$ cat src/rtl/ios_regs.svh
`ifndef IOS_REGS_SVH
`define IOS_REGS_SVH

// ----------------------------------------------------------------------
// Register map (byte addresses on the register bus)
// ----------------------------------------------------------------------
`define IOS_ADDR_CTRL          4'h0
`define IOS_ADDR_TRIM          4'h4
`define IOS_ADDR_STATUS        4'h8

// ----------------------------------------------------------------------
// Field positions and reset values
// ----------------------------------------------------------------------
`define IOS_CTRL_SRC_LSB       0
`define IOS_CTRL_FREQ_LSB      3
`define IOS_CTRL_MULT_BIT      7
`define IOS_FREQ_SEL_RST       4'h7
`define IOS_SRC_SEL_RST        2'h0
`define IOS_TRIM_RST           5'h00
`define IOS_CFG_INTERNAL       3'h4
`define IOS_ST_LF_RDY_BIT      0
`define IOS_ST_MF_RDY_BIT      1
`define IOS_ST_HF_RDY_BIT      2
`define IOS_ST_HF_LOCK_BIT     3
`define IOS_ST_HF_STBL_BIT     4
`define IOS_ST_MULT_LOCK_BIT   5
`define IOS_ST_BUSY_BIT        6

// ----------------------------------------------------------------------
// Timing: figures in ns, counts in 200 MHz cycles
// ----------------------------------------------------------------------
`define IOS_CLK_HZ             64'd200000000
`define IOS_CLK_MHZ            200
`define IOS_MF_START_NS        2000
`define IOS_MF_START_CYC       ((`IOS_MF_START_NS*`IOS_CLK_MHZ+999)/1000)
`define IOS_HF_START_NS        2000
`define IOS_HF_START_CYC       ((`IOS_HF_START_NS*`IOS_CLK_MHZ+999)/1000)
`define IOS_LF_START_NS        32258
`define IOS_LF_START_CYC       ((`IOS_LF_START_NS*`IOS_CLK_MHZ+999)/1000)
`define IOS_HF_LOCK_NS         4000
`define IOS_HF_LOCK_CYC        ((`IOS_HF_LOCK_NS*`IOS_CLK_MHZ+999)/1000)
`define IOS_HF_STBL_NS         10000
`define IOS_HF_STBL_CYC        ((`IOS_HF_STBL_NS*`IOS_CLK_MHZ+999)/1000)
`define IOS_MULT_LOCK_NS       2000000
`define IOS_MULT_LOCK_CYC      ((`IOS_MULT_LOCK_NS*`IOS_CLK_MHZ+999)/1000)
`define IOS_TRIM_STEP_NS       1000
`define IOS_TRIM_STEP_CYC      ((`IOS_TRIM_STEP_NS*`IOS_CLK_MHZ+999)/1000)

`endif

$ cat src/rtl/ios_pkg.sv
package ios_pkg;

  // Oscillator that feeds a frequency selection
  typedef enum logic [1:0] {
    IOS_SRC_LF = 2'b00,
    IOS_SRC_MF = 2'b01,
    IOS_SRC_HF = 2'b10
  } ios_src_t;

  // Clock switch sequence
  typedef enum logic [2:0] {
    IOS_ST_IDLE  = 3'b000,
    IOS_ST_START = 3'b001,
    IOS_ST_FALL  = 3'b010,
    IOS_ST_HOLD  = 3'b011,
    IOS_ST_DONE  = 3'b100
  } ios_state_t;

  // Software control word
  typedef struct packed {
    logic       sw_multiplier_enable;
    logic [3:0] internal_freq_sel;
    logic       rsvd;
    logic [1:0] sys_clk_source_sel;
  } ios_ctrl_t;

  // Oscillator status flags
  typedef struct packed {
    logic busy;
    logic mult_locked;
    logic hf_stable_flag;
    logic hf_locked_flag;
    logic hf_ready_flag;
    logic mf_ready_flag;
    logic lf_ready_flag;
  } ios_status_t;

  // Static configuration-word settings
  typedef struct packed {
    logic [2:0] osc_config_sel;
    logic       cfg_multiplier_enable;
    logic       clock_out_enable_n;
  } ios_cfg_t;

endpackage

$ cat src/rtl/ios_internal_osc_select_switch.sv
// Design decisions made here: register access over Avalon-MM and the address map.
`timescale 1ns/10ps
`default_nettype none
`include "ios_regs.svh"

module ios_internal_osc_select_switch #(
  parameter logic [31:0] LF_START_CYC   = 32'(`IOS_LF_START_CYC),
  parameter logic [31:0] MULT_LOCK_CYC  = 32'(`IOS_MULT_LOCK_CYC),
  parameter logic [31:0] FREQ_TAB [0:15] = '{
    32'h0000_7918, 32'h0000_7A12, 32'h0000_7A12, 32'h0000_7A12,
    32'h0000_F424, 32'h0001_E848, 32'h0003_D090, 32'h0007_A120,
    32'h0001_E848, 32'h0003_D090, 32'h0007_A120, 32'h000F_4240,
    32'h001E_8480, 32'h003D_0900, 32'h007A_1200, 32'h00F4_2400},
  parameter ios_pkg::ios_src_t SRC_TAB [0:15] = '{
    ios_pkg::IOS_SRC_LF, ios_pkg::IOS_SRC_MF, ios_pkg::IOS_SRC_MF,
    ios_pkg::IOS_SRC_HF, ios_pkg::IOS_SRC_MF, ios_pkg::IOS_SRC_MF,
    ios_pkg::IOS_SRC_MF, ios_pkg::IOS_SRC_MF, ios_pkg::IOS_SRC_HF,
    ios_pkg::IOS_SRC_HF, ios_pkg::IOS_SRC_HF, ios_pkg::IOS_SRC_HF,
    ios_pkg::IOS_SRC_HF, ios_pkg::IOS_SRC_HF, ios_pkg::IOS_SRC_HF,
    ios_pkg::IOS_SRC_HF}
) (
  input  wire logic             sys_clk_i,
  input  wire logic             srst_i,
  input  wire logic             ce_i,
  input  wire ios_pkg::ios_cfg_t cfg_i,
  input  wire logic             wdt_en_i,
  input  wire logic             failsafe_clock_monitor_en_i,
  input  wire logic             sec_gpio_d_i,
  input  wire logic             sec_gpio_oe_i,
  input  wire logic [3:0]       avs_address_i,
  input  wire logic             avs_read_i,
  input  wire logic             avs_write_i,
  input  wire logic [31:0]      avs_writedata_i,
  input  wire logic [3:0]       avs_byteenable_i,
  output logic [31:0]           avs_readdata_o,
  output logic                  avs_waitrequest_o,
  output logic                  int_clk_o,
  output logic                  lf_clk_o,
  output logic                  sec_pin_o,
  output logic                  sec_pin_oe_o,
  output logic                  prim_pin_gpio_o,
  output ios_pkg::ios_status_t  status_o
);
  import ios_pkg::*;

  // --------------------------------------------------------------------
  // Helpers
  // --------------------------------------------------------------------
  // Trim scales the step by 1/128 per code, about +-12 % overall
  function automatic logic [31:0] apply_trim(input logic [31:0] base,
                                             input logic [4:0]  trim);
    logic signed [31:0] d;
    d = 32'($signed({1'b0, base[31:7]})) * 32'($signed(trim));
    return base + 32'(d);
  endfunction

  function automatic logic [31:0] count_up(input logic [31:0] c);
    return (c == 32'hFFFF_FFFF) ? c : c + 32'h0000_0001;
  endfunction

  // --------------------------------------------------------------------
  // Frequency table to phase step
  // --------------------------------------------------------------------
  logic [31:0] inc_tab [0:15];
  for (genvar g = 0; g < 16; g++)
  begin : g_inc
    localparam logic [31:0] INC =
      32'((64'(FREQ_TAB[g]) << 32) / `IOS_CLK_HZ);
    assign inc_tab[g] = INC;
  end

  // --------------------------------------------------------------------
  // State
  // --------------------------------------------------------------------
  ios_ctrl_t   ctrl_reg, ctrl_next;
  logic [4:0]  trim_reg, trim_next;
  logic [4:0]  trim_eff_reg, trim_eff_next;
  logic [31:0] trim_cnt_reg, trim_cnt_next;
  logic        wait_reg, wait_next;
  logic [31:0] rdata_reg, rdata_next;
  logic [31:0] start_cnt_reg [0:2];
  logic [31:0] start_cnt_next [0:2];
  logic [2:0]  rdy_reg, rdy_next;
  logic [31:0] hf_age_reg, hf_age_next;
  logic [31:0] mult_cnt_reg, mult_cnt_next;
  logic        mult_lock_reg, mult_lock_next;
  ios_state_t  state_reg, state_next;
  logic [3:0]  cur_sel_reg, cur_sel_next;
  logic [3:0]  tgt_sel_reg, tgt_sel_next;
  logic [31:0] acc_reg, acc_next;
  logic [31:0] lf_acc_reg, lf_acc_next;
  logic        gate_reg, gate_next;
  logic [1:0]  gate_sync_reg, gate_sync_next;
  logic        clk_out_next;
  logic        sec_pin_next, sec_oe_next, prim_next;
  ios_status_t status_next;

  logic        int_mode, mult_on, tgt_ready;
  logic [2:0]  osc_en;
  ios_src_t    src_c, src_t;
  logic [31:0] inc_cur, start_len [0:2];
  logic        req, hit_ctrl, hit_trim, hit_stat;

  // Internal block drives the clock for config 100 or select 1x
  assign int_mode = (cfg_i.osc_config_sel == `IOS_CFG_INTERNAL) ||
                    ctrl_reg.sys_clk_source_sel[1];
  assign mult_on  = cfg_i.cfg_multiplier_enable ||
                    ctrl_reg.sw_multiplier_enable;
  assign src_c    = SRC_TAB[cur_sel_reg];
  assign src_t    = SRC_TAB[tgt_sel_reg];
  assign start_len[IOS_SRC_LF] = LF_START_CYC;
  assign start_len[IOS_SRC_MF] = 32'(`IOS_MF_START_CYC);
  assign start_len[IOS_SRC_HF] = 32'(`IOS_HF_START_CYC);

  // --------------------------------------------------------------------
  // Oscillator enables and start-up
  // --------------------------------------------------------------------
  // Old source stays on until the switch lets go of it
  always_comb
  begin
    osc_en = 3'b000;
    for (int i = 0; i < 3; i++)
      osc_en[i] = int_mode &&
                  (src_t == ios_src_t'(i) ||
                   (state_reg != IOS_ST_IDLE && src_c == ios_src_t'(i)));
    osc_en[IOS_SRC_MF] = osc_en[IOS_SRC_MF] ||
                         osc_en[IOS_SRC_HF];
    osc_en[IOS_SRC_LF] = osc_en[IOS_SRC_LF] ||
                         wdt_en_i || failsafe_clock_monitor_en_i;
  end

  // HF needs its MF reference running; PLL lock counts only while on
  always_comb
  begin
    rdy_next      = rdy_reg;
    hf_age_next   = hf_age_reg;
    mult_cnt_next = mult_cnt_reg;
    mult_lock_next = mult_lock_reg;
    for (int i = 0; i < 3; i++)
    begin
      start_cnt_next[i] = start_cnt_reg[i];
      if (!osc_en[i])
      begin
        start_cnt_next[i] = 32'h0000_0000;
        rdy_next[i]       = 1'b0;
      end
      else if (!rdy_reg[i])
      begin
        start_cnt_next[i] = count_up(start_cnt_reg[i]);
        rdy_next[i] = (start_cnt_next[i] >= start_len[i]);
      end
    end
    if (!rdy_reg[IOS_SRC_MF])
      rdy_next[IOS_SRC_HF] = 1'b0;
    hf_age_next = rdy_reg[IOS_SRC_HF] ? count_up(hf_age_reg) : 32'h0;
    if (mult_on && rdy_reg[IOS_SRC_HF])
    begin
      mult_cnt_next  = count_up(mult_cnt_reg);
      mult_lock_next = (mult_cnt_next >= MULT_LOCK_CYC);
    end
    else
    begin
      mult_cnt_next  = 32'h0000_0000;
      mult_lock_next = 1'b0;
    end
  end

  // --------------------------------------------------------------------
  // Trim slew
  // --------------------------------------------------------------------
  // One code step per interval so the frequency glides, no done flag
  always_comb
  begin
    trim_eff_next = trim_eff_reg;
    trim_cnt_next = trim_cnt_reg;
    if (trim_eff_reg != trim_reg)
    begin
      trim_cnt_next = trim_cnt_reg + 32'h0000_0001;
      if (trim_cnt_reg >= 32'(`IOS_TRIM_STEP_CYC) - 32'h1)
      begin
        trim_cnt_next = 32'h0000_0000;
        if ($signed(trim_eff_reg) < $signed(trim_reg))
          trim_eff_next = trim_eff_reg + 5'h01;
        else
          trim_eff_next = trim_eff_reg - 5'h01;
      end
    end
    else
      trim_cnt_next = 32'h0000_0000;
  end

  // --------------------------------------------------------------------
  // Clock synthesis and switch sequence
  // --------------------------------------------------------------------
  // LF path never sees trim; multiplier scales the other paths by four
  always_comb
  begin
    inc_cur = inc_tab[cur_sel_reg];
    if (src_c != IOS_SRC_LF)
    begin
      inc_cur = apply_trim(inc_cur, trim_eff_reg);
      if (mult_on)
        inc_cur = {inc_cur[29:0], 2'b00};
    end
  end

  assign tgt_ready = rdy_reg[src_t] &&
                     (src_t == IOS_SRC_LF || !mult_on || mult_lock_reg);

  always_comb
  begin
    state_next     = state_reg;
    cur_sel_next   = cur_sel_reg;
    tgt_sel_next   = tgt_sel_reg;
    gate_next      = gate_reg;
    gate_sync_next = gate_sync_reg;
    acc_next       = acc_reg + inc_cur;
    lf_acc_next    = rdy_reg[IOS_SRC_LF] ?
                     lf_acc_reg + inc_tab[0] : 32'h0;
    case (state_reg)
      IOS_ST_IDLE:
        if (int_mode && ctrl_reg.internal_freq_sel != cur_sel_reg)
        begin
          tgt_sel_next = ctrl_reg.internal_freq_sel;
          state_next   = IOS_ST_START;
        end
      // Same oscillator is already ready, so this passes at once
      IOS_ST_START:
        if (tgt_ready)
          state_next = IOS_ST_FALL;
      IOS_ST_FALL:
        if (!gate_reg || (int_clk_o && !acc_next[31]))
        begin
          gate_next      = 1'b0;
          gate_sync_next = 2'b00;
          acc_next       = 32'h0000_0000;
          cur_sel_next   = tgt_sel_reg;
          state_next     = IOS_ST_HOLD;
        end
      // Output held low until the synced gate meets a rising phase
      IOS_ST_HOLD:
      begin
        gate_sync_next = {gate_sync_reg[0], 1'b1};
        if (gate_sync_reg[1] && !acc_reg[31] && acc_next[31])
        begin
          gate_next  = 1'b1;
          state_next = IOS_ST_DONE;
        end
      end
      IOS_ST_DONE:
        state_next = IOS_ST_IDLE;
      default:
        state_next = IOS_ST_IDLE;
    endcase
    if (!int_mode)
      gate_next = 1'b0;
    clk_out_next = gate_next && acc_next[31] && rdy_reg[src_c];
  end

  // Status follows live flags except mid-switch, then lands at DONE
  always_comb
  begin
    status_next = status_o;
    if (state_reg == IOS_ST_IDLE || state_reg == IOS_ST_DONE)
    begin
      status_next.lf_ready_flag  = rdy_reg[IOS_SRC_LF];
      status_next.mf_ready_flag  = rdy_reg[IOS_SRC_MF];
      status_next.hf_ready_flag  = rdy_reg[IOS_SRC_HF];
      status_next.hf_locked_flag = rdy_reg[IOS_SRC_HF] &&
        hf_age_reg >= 32'(`IOS_HF_LOCK_CYC);
      status_next.hf_stable_flag = rdy_reg[IOS_SRC_HF] &&
        hf_age_reg >= 32'(`IOS_HF_STBL_CYC);
      status_next.mult_locked    = mult_lock_reg;
    end
    status_next.busy = (state_next != IOS_ST_IDLE);
  end

  // --------------------------------------------------------------------
  // Pins
  // --------------------------------------------------------------------
  // Secondary pin carries the clock only when the active-low bit is low
  always_comb
  begin
    prim_next = (cfg_i.osc_config_sel == `IOS_CFG_INTERNAL);
    if (prim_next && !cfg_i.clock_out_enable_n)
    begin
      sec_pin_next = clk_out_next;
      sec_oe_next  = 1'b1;
    end
    else
    begin
      sec_pin_next = sec_gpio_d_i;
      sec_oe_next  = sec_gpio_oe_i;
    end
  end

  // --------------------------------------------------------------------
  // Register bus slave
  // --------------------------------------------------------------------
  // One wait cycle: data is built, then waitrequest drops for one cycle
  assign req      = avs_read_i || avs_write_i;
  assign hit_ctrl = (avs_address_i == `IOS_ADDR_CTRL);
  assign hit_trim = (avs_address_i == `IOS_ADDR_TRIM);
  assign hit_stat = (avs_address_i == `IOS_ADDR_STATUS);

  always_comb
  begin
    ctrl_next  = ctrl_reg;
    trim_next  = trim_reg;
    wait_next  = 1'b1;
    rdata_next = rdata_reg;
    if (req && wait_reg)
    begin
      wait_next  = 1'b0;
      rdata_next = 32'h0000_0000;  // Unmapped reads return zero
      if (hit_ctrl)
        rdata_next = {24'h0, ctrl_reg};
      else if (hit_trim)
        rdata_next = {27'h0, trim_reg};
      else if (hit_stat)
        rdata_next = {25'h0, status_o};
    end
    else if (avs_write_i && !wait_reg && avs_byteenable_i[0])
    begin
      if (hit_ctrl)
      begin
        ctrl_next      = ios_ctrl_t'(avs_writedata_i[7:0]);
        ctrl_next.rsvd = 1'b0;
      end
      else if (hit_trim)
        trim_next = avs_writedata_i[4:0];
    end
  end

  // --------------------------------------------------------------------
  // Registers
  // --------------------------------------------------------------------
  always_ff @(posedge sys_clk_i)
  begin
    if (srst_i)
    begin
      ctrl_reg          <= '{sw_multiplier_enable: 1'b0,
                             internal_freq_sel: `IOS_FREQ_SEL_RST,
                             rsvd: 1'b0,
                             sys_clk_source_sel: `IOS_SRC_SEL_RST};
      trim_reg          <= `IOS_TRIM_RST;
      trim_eff_reg      <= `IOS_TRIM_RST;
      trim_cnt_reg      <= 32'h0000_0000;
      wait_reg          <= 1'b1;
      rdata_reg         <= 32'h0000_0000;
      for (int i = 0; i < 3; i++)
        start_cnt_reg[i] <= 32'h0000_0000;
      rdy_reg           <= 3'b000;
      hf_age_reg        <= 32'h0000_0000;
      mult_cnt_reg      <= 32'h0000_0000;
      mult_lock_reg     <= 1'b0;
      state_reg         <= IOS_ST_START;
      cur_sel_reg       <= `IOS_FREQ_SEL_RST;
      tgt_sel_reg       <= `IOS_FREQ_SEL_RST;
      acc_reg           <= 32'h0000_0000;
      lf_acc_reg        <= 32'h0000_0000;
      gate_reg          <= 1'b0;
      gate_sync_reg     <= 2'b00;
      int_clk_o         <= 1'b0;
      lf_clk_o          <= 1'b0;
      sec_pin_o         <= 1'b0;
      sec_pin_oe_o      <= 1'b0;
      prim_pin_gpio_o   <= 1'b0;
      status_o          <= '0;
    end
    else if (ce_i)
    begin
      ctrl_reg          <= ctrl_next;
      trim_reg          <= trim_next;
      trim_eff_reg      <= trim_eff_next;
      trim_cnt_reg      <= trim_cnt_next;
      wait_reg          <= wait_next;
      rdata_reg         <= rdata_next;
      for (int i = 0; i < 3; i++)
        start_cnt_reg[i] <= start_cnt_next[i];
      rdy_reg           <= rdy_next;
      hf_age_reg        <= hf_age_next;
      mult_cnt_reg      <= mult_cnt_next;
      mult_lock_reg     <= mult_lock_next;
      state_reg         <= state_next;
      cur_sel_reg       <= cur_sel_next;
      tgt_sel_reg       <= tgt_sel_next;
      acc_reg           <= acc_next;
      lf_acc_reg        <= lf_acc_next;
      gate_reg          <= gate_next;
      gate_sync_reg     <= gate_sync_next;
      int_clk_o         <= clk_out_next;
      lf_clk_o          <= lf_acc_next[31];
      sec_pin_o         <= sec_pin_next;
      sec_pin_oe_o      <= sec_oe_next;
      prim_pin_gpio_o   <= prim_next;
      status_o          <= status_next;
    end
  end

  assign avs_readdata_o    = rdata_reg;
  assign avs_waitrequest_o = wait_reg;

endmodule

`default_nettype wire

$ cat config.mk
export PLATFORM = sky130hd
export DESIGN_NAME = ios_internal_osc_select_switch
export DESIGN_NICKNAME = d
export VERILOG_FILES = /design/src/rtl/ios_pkg.sv /design/src/rtl/ios_internal_osc_select_switch.sv
export VERILOG_INCLUDE_DIRS = /design/src /design/src/rtl
export SDC_FILE = /design/constraint.sdc
export NUM_CORES = 1
export LEC_CHECK = 0
export ABC_CLOCK_PERIOD_IN_PS = 28500
export BUFFER_PORTS_ARGS = -buffer_cell sky130_fd_sc_hd__buf_2
export CAP_MARGIN = 40
export CORE_MARGIN = 1
export CORE_UTILIZATION = 35
export CTS_CLUSTER_SIZE = 16
export DETAILED_ROUTE_END_ITERATION = 8
export RECOVER_POWER = 100
export SYNTH_ARGS = -nofsm -noshare
export SYNTH_HDL_FRONTEND = slang
export SYNTH_SLANG_ARGS = --single-unit
export TNS_END_PERCENT = 1
$ cat constraint.sdc
create_clock -name sys_clk_i -period 28.5 [get_ports sys_clk_i]
set_input_delay 1.425 -clock sys_clk_i [delete_from_list [all_inputs] [get_ports sys_clk_i]]
set_output_delay 1.425 -clock sys_clk_i [all_outputs]
set_load 0.01 [all_outputs]
==> results of run 1 <==
==> final cells by class <==
cell class / instances / area (sq um) / area share
clock buffers: 44 / 1000 / 0.0384
clock inverters: 24 / 317 / 0.0121
inverters: 195 / 732 / 0.0280
multi-input cells: 2328 / 15400 / 0.589
flip-flops and latches: 311 / 7190 / 0.275
well taps: 873 / 1090 / 0.0418
repair buffers: 80 / 412 / 0.0157
==> layout by cell type, fill, tap and decap left out, types with 26 or more instances in the layout <==
master and count:
nor2_1 390, nand2_1 257, dfxtp_1 215, inv_1 193, a21oi_1 171, o21ai_0 149, ha_1 143, xnor2_1 131
xor2_1 111, nand3_1 105, edfxtp_1 96, and2_1 72, nor3_1 71, fa_1 64, and3_1 52, nand4_1 40
clkbuf_16 39, a31oi_1 38, nand2b_1 38, clkbuf_1 38, nor4_1 34, or3_1 34, a21o_1 31, mux2i_1 31
a22o_1 31, buf_2 26
==> per-layer routing <==
metal | vias to the layer above | global-route usage | wire length [um]
met2 | 293 | 0.248 | 24100
met3 | 60 | 0.0217 | 2040
met1 | 9310 | 0.234 | 29300
met4 | 0 | 0.0433 | 1110
li1 | 10300 | - | -
met5 | - | 0 | 0
==> through the flow <==
step,total power (uW),setup WS (ns),hold WS [ns],cells
2_1_floorplan,578,18.79,0.430,2981
3_3_place_gp,600,16.88,0.443,3780
3_5_place_dp,602,16.81,0.445,3787
4_1_cts,1120,16.74,0.463,3855
5_1_grt,1150,14.73,0.467,3855
6_report,1100,15.77,0.462,3855
==> critical path: cells and delay by family (launching register included) <==
family                     cells  cell delay [ns]
AOI/OAI and AO/OA             17             5.13
xor gates and xnor gates       2             0.34
adders and majority gates      7             2.94
buffers and inverters          4             0.85
DFF                            1             0.69
muxes                          2             0.53
and+or+nand+nor               10             2.09
==> cells by family (layout without fill, tap and decap cells) <==
kind of cell / count (synthesis) / count (layout)
XOR/XNOR: 242 / 242
other: 1 / 24
adder cells (fa/ha/maj): 207 / 207
buffers and inverters: 342 / 343
multiplexers: 37 / 37
flip-flops: 311 / 311
AND/OR/NAND/NOR: 1203 / 1203
AO/OA/AOI/OAI: 615 / 615
==> power groups by stage <==
stage	Combinational [uW]	Clock [uW]	Sequential [uW]
global placement	99.6	0	500
CTS	103	529	491
detailed placement	102	0	500
floorplan	84.1	0	494
finish	100	513	491
global route	113	545	494
==> worst min-delay path by stage <==
stage / from / end / slack, ns / depth (start not counted)
3_3_place_gp: trim_cnt_reg[30] / trim_cnt_reg[30] / 0.44 / 1
2_1_floorplan: trim_cnt_reg[12] / trim_cnt_reg[12] / 0.43 / 1
4_1_cts: trim_cnt_reg[12] / trim_cnt_reg[12] / 0.46 / 1
5_1_grt: trim_cnt_reg[30] / trim_cnt_reg[30] / 0.47 / 1
6_report: trim_cnt_reg[13] / trim_cnt_reg[13] / 0.46 / 1
3_5_place_dp: trim_cnt_reg[13] / trim_cnt_reg[13] / 0.44 / 1
==> reports/qor.csv, run 1 <==
metric,value,unit
start_util,0.355,
synth_compound_area_frac,0.165,
cts-resized-gates,0,
intPower,825,uW
critPathMaxStageDelay,1.16,ns
p_sw_frac,0.253,
violations,"capacitance limit, slew limit",
cts.clk_slew.worst_paths,0.06,ns
yosysMostFrequentCell,nor2_1,
synthAdderAreaFrac,0.128,
synth_cell_type_count,85,
syn2layout_area_growth,9.36,%
drv_slew,265,
yosys_warnings,0,
synth_top_area_frac,0.180,
antenna_found_initial,1,
antenna_left,0,
switching_power,280,uW
io_pins,99,
postCtsHoldBufs,0,
synthArstFlopShare,0,
layout-drive-gt1-share,0.0476,
synth_top_family_by_area,simple AND/OR/NAND/NOR gates,
combPwrFrac,0.091,
synth_mux_area_frac,0.0163,
fmax,78.5,MHz
post_drt_via_cell_ratio,5.17,
drc,0,
rsz0062_at_grt,no,
min_path_type,reg -> reg,
status,"finished, violations left",
start_kind,register,
routedWlPerCell,14.7,um
synth_edf_count,96,
num_antenna_cells,0,
clock_power_share,0.465,
initialDrtViolationCount,1241,
setup_viol,0,
nets,3214,
grt-ovfl-total,0,
endpoint,acc_reg[10],
gp_congestion,0.841,
io_buffers,47,
cts_made_buffers,37,
finish.utilization,0.388,
grt_max_degree,84,
tns,0,ns
grt_usage,0.161,
criticalPathCategory,reg -> reg,
die_h,263,um
slowest_stage,o2111a_1,
synth-simple-area-share,0.243,
fillCellCount,6914,
synth_commonest_cells,"391 x nor2_1, 257 x nand2_1, 215 x dfxtp_1",
die_w,263,um
clockBufferDepth,3,
crit_start,cur_sel_reg[0],
worstMarginPinSlew,3.85,ns
maxSlewHeadroom,-1.57,
dp_hpwl,41000,um
min_period,12.73,ns
power_frac_seq,0.445,
synth_top_area_cell,dfxtp_1,
ys_seq_area_frac,0.300,
place_area,25000,sq um
synth_cells,2958,
finClkSkew,0.0284,ns
root_buffer,clkbuf_16,
r2r_start,cur_sel_reg[0],
report.final.hold_viol_count,0,
peakVddDrop,0.0000346,V
design_area,26200,sq um
p_per_area,42.2,nW/um^2
grt_first_pass_wirelength,94300,um
h-tree-depth,2,
period_share,0.447,
clock-sinks,311,
path_common_cell,a21oi_1,
row_count,95,
clk-insertion-delay-late,0.56,ns
cap_violations,5,
drt_pass1_iterations,5,
cp_max_fo,33,
largest_reg_flops,96,
die_area,69400,sq um
p_leak,0.0105,uW
synth-xor-area-share,0.0886,
netlist_area,23900,sq um
rrSetupSlack,15.77,ns
cts_setup_buffers,0,
cts_tree,done,
synth-main-ff-cell,dfxtp_1,
wl,56600,um
grt_pass1_vias,18600,
arrival,13.20,ns
r2r_end,acc_reg[10],
cp-end-kind,register,
core_region_area,67400,sq um
synthTopCellsByArea,"dfxtp_1 18%, edfxtp_1 12%, ha_1 7.5%, nor2_1 6.1%, fa_1 5.4%",
crit_required,28.97,ns
worstRegToRegCells,42,
ys_ff_latch,311,
vias,19900,
syn_avg_cell_area,8.09,sq um
No activity file was read; power rests on OpenSTA's default activity.
==> run 2, diff against run 1 <==
Settings changed: ABC_CLOCK_PERIOD_IN_PS 28500 to 12010.
Clock period 28.5 ns to 12.01 ns, I/O delays scaled along.
==> run 2 against run 1 <==
The run still ends with capacitance limit, slew limit left. Fmax rose by 17%. Combinational power rose by 140%. Critical path depth rose by 2. Clock power rose by 120%. Hold slack got worse by 0.18 ns. Highest routed layer unchanged.
==> reports/qor.csv, run 2 (same netlist as run 1, synthesis figures left out) <==
metric,value,unit,change
status,"finished, violations left",,
violations,"capacitance limit, slew limit",,
p_per_area,96.4,nW/um^2,+130%
whs_path_depth,3,,+2
final_common_cell,nor2_1,,
min_path_type,in -> reg,,
arrival,11.29,ns,-1.91 ns
criticalPathCategory,reg -> reg,,
drt_pass1_iterations,5,,unchanged
setup_viol,0,,unchanged
die_area,69400,sq um,unchanged
post_drt_via_cell_ratio,5.16,,-0.23%
clockBufferDepth,3,,unchanged
start_kind,register,,
clk-insertion-delay-late,0.56,ns,about the same
clock-sinks,311,,unchanged
cts-resized-gates,0,,unchanged
cp-end-kind,register,,
postCtsHoldBufs,0,,unchanged
routedWlPerCell,14.8,um,+0.46%
initialDrtViolationCount,1290,,+3.9%
h-tree-depth,2,,unchanged
grt_first_pass_wirelength,95100,um,+0.92%
rrSetupSlack,1.15,ns,-14.62 ns
gp_congestion,0.866,,+2.9%
vias,20000,,+0.050%
cp_max_fo,17,,-48%
grt_usage,0.163,,+0.00176
peakVddDrop,0.0000799,V,+130%
io_buffers,47,,unchanged
cts_made_buffers,38,,+2.7%
die_h,263,um,unchanged
r2r_start,cur_sel_reg[1],,
cts.clk_slew.worst_paths,0.06,ns,about the same
period_share,0.904,,+0.457
p_leak,0.0105,uW,-0.32%
rsz0062_at_grt,no,,
cap_violations,6,,+1
antenna_found_initial,2,,+1
drv_slew,273,,+3.0%
finish.utilization,0.388,,-0.000502
grt_max_degree,84,,unchanged
report.final.hold_viol_count,0,,unchanged
r2r_end,acc_reg[5],,
critPathMaxStageDelay,0.61,ns,-0.55 ns
finClkSkew,0.0347,ns,+0.00629 ns
antenna_left,0,,unchanged
worstMarginPinSlew,3.72,ns,-0.130 ns
tns,0,ns,unchanged
crit_required,12.44,ns,-16.53 ns
grt_pass1_vias,18500,,-0.43%
row_count,95,,unchanged
start_util,0.355,,unchanged
worstHoldStart,avs_writedata_i[7],,
fillCellCount,6854,,-0.87%
cts_tree,done,,
min_period,10.86,ns,-1.87 ns
largest_reg_flops,96,,unchanged
cts_setup_buffers,0,,unchanged
root_buffer,clkbuf_16,,
syn2layout_area_growth,9.22,%,
core_region_area,67400,sq um,unchanged
most-common-layout-cells,"390 x nor2_1, 257 x nand2_1, 215 x dfxtp_1, 193 x inv_1, 171 x a21oi_1",,
min_delay_worst_endpoint,ctrl_reg[7],,
die_w,263,um,unchanged
maxSlewHeadroom,-1.48,,+0.0864
grt-ovfl-total,0,,unchanged
dp_hpwl,41600,um,+1.3%
path_common_cell,a21oi_1,,
io_pins,99,,unchanged
fmax,92.1,MHz,+17%
wl,57000,um,+0.74%
nets,3225,,+0.34%
worstRegToRegCells,44,,+4.8%
drc,0,,unchanged
layout-drive-gt1-share,0.0475,,-0.000159
slowest_stage,dfxtp_1,,
[run 2: worst max path at each step]
stage	from	end	slack (ns)	cells past startpoint
finish	cur_sel_reg[1]	acc_reg[5]	1.15	44
global route	cur_sel_reg[1]	acc_reg[5]	0.17	44
CTS	cur_sel_reg[3]	acc_reg[5]	1.23	38
detailed placement	cur_sel_reg[1]	acc_reg[16]	1.27	44
global placement	cur_sel_reg[1]	acc_reg[16]	1.39	44
floorplan	cur_sel_reg[0]	acc_reg[11]	2.30	43
[run 2: where the power goes]
| group | internal (uW) | total [uW] | leakage [uW] | switching (uW) |
|---|---|---|---|---|
| logic | 98.4 | 238 | 0.00710 | 139 |
| registers | 1120 | 1170 | 0.00283 | 43.9 |
| clock network | 641 | 1120 | 0.000582 | 475 |
| total | 1860 | 2520 | 0.0105 | 659 |
[run 2: per-layer routing]
metal / share of wire / wire, um / up-vias / track usage
met2: 0.43 / 24500 / 345 / 0.250
met1: 0.51 / 29200 / 9241 / 0.239
met4: 0.017 / 994 / 0 / 0.0403
li1: - / - / 10300 / -
met3: 0.040 / 2300 / 65 / 0.0216
met5: 0 / 0 / - / 0
[run 2: layout make-up]
| cell class | count | area (sq um) | share of cell area |
|---|---|---|---|
| diodes | 1 | 2.50 | 0.0000958 |
| clock buffers | 54 | 1090 | 0.0419 |
| clock inverters | 14 | 109 | 0.00417 |
| inverters | 195 | 732 | 0.0280 |
| multi-input cells | 2328 | 15400 | 0.590 |
| flip-flops and latches | 311 | 7190 | 0.275 |
| well taps | 873 | 1090 | 0.0418 |
| repair buffers | 90 | 487 | 0.0186 |
[run 2: through the flow]
stage / power (uW) / area (sq um) / worst slack [ns] / instances / hold WS (ns)
CTS: 2560 / 26300 / 1.23 / 3865 / 0.250
finish: 2520 / 26100 / 1.15 / 3866 / 0.283
global route: 2630 / 26100 / 0.169 / 3866 / 0.284
global placement: 1420 / 25000 / 1.39 / 3792 / 0.444
floorplan: 1370 / 24000 / 2.30 / 2981 / 0.430
detailed placement: 1430 / 25100 / 1.27 / 3797 / 0.444
[run 2: worst max-delay path: cells and delay by family, from the launching register on]
kind | cells | cell delay (ns)
and+or+nand+nor | 10 | 1.97
buffers and inverters | 6 | 0.88
muxes | 2 | 0.44
xor gates and xnor gates | 2 | 0.33
DFF | 1 | 0.61
AOI/OAI and AO/OA | 17 | 3.70
adders and majority gates | 7 | 2.79
